**src/logic/vcdec_consts.vh**
```
// Constants for the voltage code decoder and its transition supervision.
`ifndef VCDEC_CONSTS_VH
`define VCDEC_CONSTS_VH

// ----------------------------------------------------------------------------
// Code map
// ----------------------------------------------------------------------------
`define VC_CODE_W 8
`define VC_CODE_TOP 8'h78
`define VC_CODE_BOTTOM 8'hb2
`define VC_CODE_OFF_A 8'hfe
`define VC_CODE_OFF_B 8'hff
// Reference is counted in 6.25 mV steps; 0x50 steps is 0.50000 V.
`define VC_LEVEL_AT_BOTTOM 8'h50
`define VC_LEVEL_RESET 8'h00
`define VC_LEVEL_STEP 8'h01

// ----------------------------------------------------------------------------
// Timing
// ----------------------------------------------------------------------------
`define VC_CLK_MHZ 100
`define VC_CLK_PERIOD_NS 10
`define VC_LP_HOLD_US 50
`define VC_STEP_INTERVAL_NS 1000
// Cycle counts at the 100 MHz clock: a 50 us hold and a 1 us step interval.
`define VC_LP_HOLD_CYCLES 16'h1388
`define VC_STEP_CYCLES 16'h0064
`define VC_CNT_W 16
`define VC_CNT_ZERO 16'h0000
`define VC_CNT_ONE 16'h0001

`endif

```
**src/logic/vcdec_decode.v**
```verilog
// Combinational decode of the voltage code into a reference level.
`default_nettype none
`include "vcdec_consts.vh"

module vcdec_decode
(
  input wire [`VC_CODE_W-1:0] code,
  output reg in_range,
  output reg is_off,
  output reg [`VC_CODE_W-1:0] level
);

  // --------------------------------------------------------------------------
  // Decode
  // --------------------------------------------------------------------------
  // Codes above the covered range other than 0xfe and 0xff belong to another table and are reported
  // as neither in range nor off, so the caller can hold its last target.
  always @*
  begin
    in_range = (code >= `VC_CODE_TOP) && (code <= `VC_CODE_BOTTOM);
    is_off = (code == `VC_CODE_OFF_A) || (code == `VC_CODE_OFF_B);
    level = `VC_LEVEL_RESET;
    if (in_range)
    begin
      level = `VC_LEVEL_AT_BOTTOM + (`VC_CODE_BOTTOM - code);
    end
  end

endmodule // vcdec_decode
`default_nettype wire

```
**src/logic/vcdec_top.v**
```verilog
// Voltage code decoder with reference stepping and transition supervision.
`default_nettype none
`include "vcdec_consts.vh"

module vcdec_top
#(
  parameter [`VC_CNT_W-1:0] LP_HOLD_CYCLES = `VC_LP_HOLD_CYCLES,
  parameter [`VC_CNT_W-1:0] STEP_CYCLES = `VC_STEP_CYCLES
)
(
  input wire clk,
  input wire rst_b,
  input wire [`VC_CODE_W-1:0] voltage_code,
  input wire low_power_request_n,
  input wire enable_in,
  output reg [`VC_CODE_W-1:0] ref_level,
  output reg regulating,
  output reg shutdown,
  output reg transition_active,
  output reg overcurrent_protect_raised,
  output reg overvoltage_protect_max,
  output reg low_power_mode
);

  // --------------------------------------------------------------------------
  // States
  // --------------------------------------------------------------------------
  localparam [1:0] ST_IDLE = 2'b00;
  localparam [1:0] ST_REG = 2'b01;
  localparam [1:0] ST_SHUT = 2'b10;

  // --------------------------------------------------------------------------
  // Reset release
  // --------------------------------------------------------------------------
  reg rst_meta;
  reg rst_sync_b;

  always @(posedge clk or negedge rst_b)
  begin
    if (!rst_b)
    begin
      rst_meta <= 1'b0;
      rst_sync_b <= 1'b0;
    end
    else
    begin
      rst_meta <= 1'b1;
      rst_sync_b <= rst_meta;
    end
  end

  // --------------------------------------------------------------------------
  // Code sampling and decode
  // --------------------------------------------------------------------------
  reg [`VC_CODE_W-1:0] code_q;
  // Set once the pins have been sampled after reset; the reset value of the
  // sampled code must not be taken for an OFF request.
  reg code_valid;
  wire dec_in_range;
  wire dec_off;
  wire [`VC_CODE_W-1:0] dec_level;

  vcdec_decode u_decode
  (
    .code(code_q),
    .in_range(dec_in_range),
    .is_off(dec_off),
    .level(dec_level)
  );

  // Moves the reference one 6.25 mV step toward the target.
  function [`VC_CODE_W-1:0] step_toward;
    input [`VC_CODE_W-1:0] cur;
    input [`VC_CODE_W-1:0] tgt;
    begin
      if (cur < tgt)
        step_toward = cur + `VC_LEVEL_STEP;
      else if (cur > tgt)
        step_toward = cur - `VC_LEVEL_STEP;
      else
        step_toward = cur;
    end
  endfunction

  // --------------------------------------------------------------------------
  // Control
  // --------------------------------------------------------------------------
  reg [1:0] state;
  reg [1:0] next_state;
  reg [`VC_CODE_W-1:0] target;
  reg [`VC_CODE_W-1:0] next_target;
  reg [`VC_CODE_W-1:0] next_ref_level;
  reg [`VC_CNT_W-1:0] step_cnt;
  reg [`VC_CNT_W-1:0] next_step_cnt;
  reg [`VC_CNT_W-1:0] hold_cnt;
  reg [`VC_CNT_W-1:0] next_hold_cnt;
  reg next_transition;
  reg next_rising;
  reg next_low_power;

  always @*
  begin
    next_state = state;
    next_target = target;
    next_ref_level = ref_level;
    next_step_cnt = step_cnt;
    next_hold_cnt = hold_cnt;
    case (state)
      ST_IDLE:
      begin
        // Nothing starts until a real code has been taken from the pins.
        if (code_valid && enable_in && dec_off)
        begin
          next_state = ST_SHUT;
        end
        else if (code_valid && enable_in && dec_in_range)
        begin
          next_state = ST_REG;
          next_target = dec_level;
          next_ref_level = dec_level;
          next_step_cnt = STEP_CYCLES;
        end
      end
      ST_REG:
      begin
        if (!enable_in)
        begin
          next_state = ST_IDLE;
          next_ref_level = `VC_LEVEL_RESET;
        end
        else if (dec_off)
        begin
          next_state = ST_SHUT;
          next_ref_level = `VC_LEVEL_RESET;
        end
        else
        begin
          // Unsupported codes keep the last good target rather than jumping.
          if (dec_in_range)
            next_target = dec_level;
          // One step per interval keeps the move controlled even if the
          // processor skips steps; the analog smoothing does the rest.
          if (ref_level != target)
          begin
            if (step_cnt <= `VC_CNT_ONE)
            begin
              next_ref_level = step_toward(ref_level, target);
              next_step_cnt = STEP_CYCLES;
            end
            else
              next_step_cnt = step_cnt - `VC_CNT_ONE;
          end
          else
            next_step_cnt = STEP_CYCLES;
        end
      end
      ST_SHUT:
      begin
        // A new code alone never restarts the block; only dropping enable does.
        next_ref_level = `VC_LEVEL_RESET;
        if (!enable_in)
          next_state = ST_IDLE;
      end
      default:
      begin
        next_state = ST_IDLE;
        next_ref_level = `VC_LEVEL_RESET;
      end
    endcase
    // Flags are taken from next values so that they change in the same cycle as
    // the reference and target they describe, at the cost of a longer path.
    next_transition = (next_state == ST_REG) && (next_ref_level != next_target);
    next_rising = next_transition && (next_target > next_ref_level);
    // Low-power operation resumes only after a quiet hold following a move.
    if (next_transition)
      next_hold_cnt = LP_HOLD_CYCLES;
    else if (hold_cnt != `VC_CNT_ZERO)
      next_hold_cnt = hold_cnt - `VC_CNT_ONE;
    // The request pin is a level; the grant waits for a settled reference and
    // an expired hold so that a late request cannot cut into a move.
    next_low_power = (next_state == ST_REG) && !low_power_request_n &&
      !next_transition && (next_hold_cnt == `VC_CNT_ZERO);
  end

  // --------------------------------------------------------------------------
  // Registers
  // --------------------------------------------------------------------------
  always @(posedge clk or negedge rst_sync_b)
  begin
    if (!rst_sync_b)
    begin
      code_q <= `VC_CODE_OFF_B;
      code_valid <= 1'b0;
      state <= ST_IDLE;
      target <= `VC_LEVEL_RESET;
      ref_level <= `VC_LEVEL_RESET;
      step_cnt <= `VC_CNT_ZERO;
      hold_cnt <= `VC_CNT_ZERO;
      regulating <= 1'b0;
      shutdown <= 1'b0;
      transition_active <= 1'b0;
      overcurrent_protect_raised <= 1'b0;
      overvoltage_protect_max <= 1'b0;
      low_power_mode <= 1'b0;
    end
    else
    begin
      code_q <= voltage_code;
      code_valid <= 1'b1;
      state <= next_state;
      target <= next_target;
      ref_level <= next_ref_level;
      step_cnt <= next_step_cnt;
      hold_cnt <= next_hold_cnt;
      regulating <= (next_state == ST_REG);
      shutdown <= (next_state == ST_SHUT);
      transition_active <= next_transition;
      overcurrent_protect_raised <= next_rising;
      overvoltage_protect_max <= next_transition;
      low_power_mode <= next_low_power;
    end
  end

endmodule // vcdec_top
`default_nettype wire

```
**config.mk**
```make
export PLATFORM = sky130hd
export DESIGN_NAME = vcdec_top
export DESIGN_NICKNAME = d
export VERILOG_FILES = /design/src/logic/vcdec_decode.v /design/src/logic/vcdec_top.v
export VERILOG_INCLUDE_DIRS = /design/src /design/src/logic
export SDC_FILE = /design/constraint.sdc
export NUM_CORES = 1
export LEC_CHECK = 0
export BUFFER_PORTS_ARGS = -buffer_cell sky130_fd_sc_hd__buf_2
export CAP_MARGIN = 20
export CORE_MARGIN = 2
export CORE_UTILIZATION = 55
export CTS_BUF_LIST = sky130_fd_sc_hd__clkbuf_16
export CTS_CLUSTER_SIZE = 24
export DETAILED_ROUTE_END_ITERATION = 7
export PLACE_DENSITY = 0.73
export RECOVER_POWER = 25
export REMOVE_ABC_BUFFERS = 1
export SLEW_MARGIN = 0
export SYNTH_ARGS = -nofsm -noshare
export SYNTH_HDL_FRONTEND = slang
export SYNTH_SLANG_ARGS = --single-unit
export TNS_END_PERCENT = 10
```
**constraint.sdc**
```tcl
create_clock -name clk -period 2.37 [get_ports clk]
set_input_delay 0.1185 -clock clk [delete_from_list [all_inputs] [get_ports clk]]
set_output_delay 0.1185 -clock clk [all_outputs]
set_load 0.005 [all_outputs]
```
==> results.toml <==
[outcome]
status = "finished with violations"
failed_checks = "negative setup slack"

[floorplanning]
start_util_pct = 56.6
die_y_um = 90.4
ios = 26
rows = 31
die_w_um = 90.4
core_mm2 = 0.00725
dieArea_mm2 = 0.00817

[yosys]
ys.flop_type = "dfrtp_1"
ys_ff_latch = 66
synth_edf_count = 0
yosysSeqAreaShare_pct = 40.5
syn_inst = 461
synth-async-reset-ratio_pct = 100
syn_area_mm2 = 0.00410
yosysWarnings = 0
ys_types = 61
avgSynthCellArea_um2 = 8.90

[power_and_ir_drop]
peakVddDrop_uv = 804
p_leak_uw = 0.00264
swShare_pct = 35.3
power_density_mw_per_mm2 = 831
combPwrFrac_pct = 42.6
internal_power_uw = 3120
p_sw_uw = 1700
pwr-share-seq_pct = 30.7
p_clk_share_pct = 26.7

[timing]
skew_ps = 4.36
maxSlewViolCount = 0
finalSetupViolations = 27
setup_ws_ps = -1420
fmax_ghz = 0.264
worst_slew_pin_slew_ps = 1040
timing.hold.ws_ps = 68.9
finalCritPeriodShare_pct = 160
finalHoldViolCount = 0
rsz0062_at_grt = "yes"
max_slew_margin_pct = 30.8
layout_min_cycle_time_ps = 3790

[critical_path]
cp_max_fo = 4
cp-start-kind = "flop"
endpoint_kind = "flop"
required_ps = 2580
worstPathArrival_ps = 3990
crit_type = "reg2reg"

[layout]
area_growth_pct = 41.4
final_nets = 648
antennaDiodeCount = 0
drive_above_1_share_pct = 36.3
layout.cells.non_filler = 714
finalInstanceArea_mm2 = 0.00580

[clock_network]
clock_latency_ps = 330
h-tree-depth = 3
root_buffer = "clkbuf_16"
clk_pin_slew_ps = 50
cts_tree = "built"
clock_sinks = 66
cts_made_buffers = 9
max-clock-path-buffers = 2

[place]
place_inst = 683
post-dp-hpwl_mm = 8.17
postPlaceCellArea_mm2 = 0.00516
io_buffers = 25
gp_congestion = 0.932

[grt]
grt_pass1_wl_mm = 19.3
grt_pass1_vias = 4090
grt_max_degree = 42
antenna_found_initial = 0
grt_use_total_pct = 29.3
grt_overflow = 0

[routing]
vias_per_cell = 5.74
remaining_drc_errors = 0
first_pass_iters = 5
drtIter0Drc = 201
ant_nets = 0
wl_per_cell_um = 16.3
wl_mm = 11.6
vias = 4100

[min_path]
min_path_type = "in2reg"

[flow_run]
cap_violations = 0
[routing by layer]
layer	vias to the layer above	global-route usage (%)	part of all wire [%]
li1	1970	-	-
met2	153	49.1	48
met3	31	4.34	5.5
met5	-	0	0
met4	0	11.8	2.9
met1	1946	38.4	44
[final cells by class]
cell class                 count  area, um^2
clock buffer                   9         225
tap                           99         124
sequential                    66        1660
fill                         461        1450
clock inverter                 7        61.3
multi-input combinational    351        2460
inverter                      27         104
timing repair buffer         155        1160
[power by group through the flow]
stage          Clock [uW]  Sequential [uW]  Combinational, uW
2_1_floorplan           0             1550                934
3_3_place_gp            0             1480               1780
3_5_place_dp            0             1490               1820
4_1_cts              1290             1470               1910
5_1_grt              1340             1510               2270
6_report             1290             1480               2050
[path summary, 6_finish.rpt]
kind / from / to / slack [ps] / depth (start not counted)
max: step_cnt[8] / low_power_mode / -1420 / 14
max in group asynchronous: rst_sync_b / ref_level[4] / 1180 / 1
min: enable_in / state[1] / 70 / 2
min reg2reg: rst_meta / rst_sync_b / 360 / 0
max reg2reg: step_cnt[8] / low_power_mode / -1420 / 14
min in group asynchronous: rst_b / rst_meta / 110 / 2
[cells in the final DEF, fill, tap and decap left out, drive strengths merged, types with 9 or more instances in the layout]
master	netlist	routed
buf	4	144
dfrtp	58	58
nor2	45	45
nand2	40	40
o21ai	38	38
inv	27	28
a21oi	28	28
ha	26	26
nor3	20	20
nand3	14	14
clkbuf	14	11
xnor2	10	10
or3	10	10
dlygate4sd3	0	9
[flip-flops by register name, summed over array words and instances (netlist names)]
name                        flops
rst_meta                        1
regulating                      1
code_valid                      1
target                          8
overvoltage_protect_max         1
low_power_mode                  1
code_q                          8
overcurrent_protect_raised      1
rst_sync_b                      1
step_cnt                       16
state                           2
ref_level                       8
hold_cnt                       16
shutdown                        1
[worst max-delay path, stage by stage (launching register included)]
cell and delay, ps:
dfrtp_1 380, or3_4 400, or3_4 400, or4_4 570, a21oi_4 170, nor3b_4 240
a211oi_2 70, ha_1 300, nand4_1 90, or2_4 240, nor3b_2 140, o211ai_1 100
nor2_1 130, o2111ai_1 130, nor4_1 290
[what timing repair did]
item                                    in CTS  in global routing
hold buffers                                 9                  0
setup buffers                                1                  5
endpoints found under the setup margin      32                 43
pin swaps                                   13                 13
resized for setup                           27                 29
endpoints found under the hold margin       10                  0
[per-stage QoR]
stage	setup WS [ps]	TNS (ps)	power, uW	utilization (%)
2_1_floorplan	-1350	-20970	2480	-
3_5_place_dp	-1370	-21430	3310	71.1
3_3_place_gp	-1280	-20180	3260	71.1
5_1_grt	-1550	-26350	5120	80.0
6_report	-1420	-21910	4820	80.0
4_1_cts	-1350	-20070	4670	78.0
[Yosys cell counts (all sizes together), types with 3 or more instances]
| cell | n | area share [%] |
|---|---|---|
| dfrtp | 58 | 35 |
| nor2 | 45 | 4.1 |
| nand2 | 40 | 3.7 |
| o21ai | 38 | 4.6 |
| a21oi | 28 | 3.6 |
| inv | 27 | 2.5 |
| ha | 26 | 7.9 |
| nor3 | 20 | 2.4 |
| clkbuf | 14 | 1.3 |
| nand3 | 14 | 1.7 |
| or3 | 10 | 1.5 |
| xnor2 | 10 | 2.1 |
| dfstp | 8 | 5.1 |
| mux2 | 8 | 2.2 |
| o31ai | 8 | 1.5 |
| nor4 | 7 | 1.1 |
| nand2b | 6 | 0.92 |
| nor3b | 6 | 1.3 |
| o211ai | 5 | 0.92 |
| or4 | 5 | 1.0 |
| xor2 | 5 | 1.1 |
| a211oi | 4 | 0.73 |
| buf | 4 | 0.55 |
| mux2i | 4 | 0.98 |
| nand4 | 4 | 0.61 |
| o21a | 4 | 0.73 |
| or2 | 4 | 0.61 |
| a211o | 3 | 0.64 |
| a31oi | 3 | 0.46 |
| and3 | 3 | 0.46 |
| nand4b | 3 | 0.64 |
| nor2b | 3 | 0.46 |
| o41ai | 3 | 0.64 |
[kinds of logic after synthesis]
family | after synthesis | synth area share, %
buf+inv | 45 | 4.30
xor+xnor | 15 | 3.20
mux | 12 | 3.17
flops | 66 | 40.5
simple gates | 179 | 22.5
compound gates | 117 | 18.3
fa+ha+maj | 26 | 7.93
other cells | 1 | 0.0914
(Power assumes the default switching activity.)
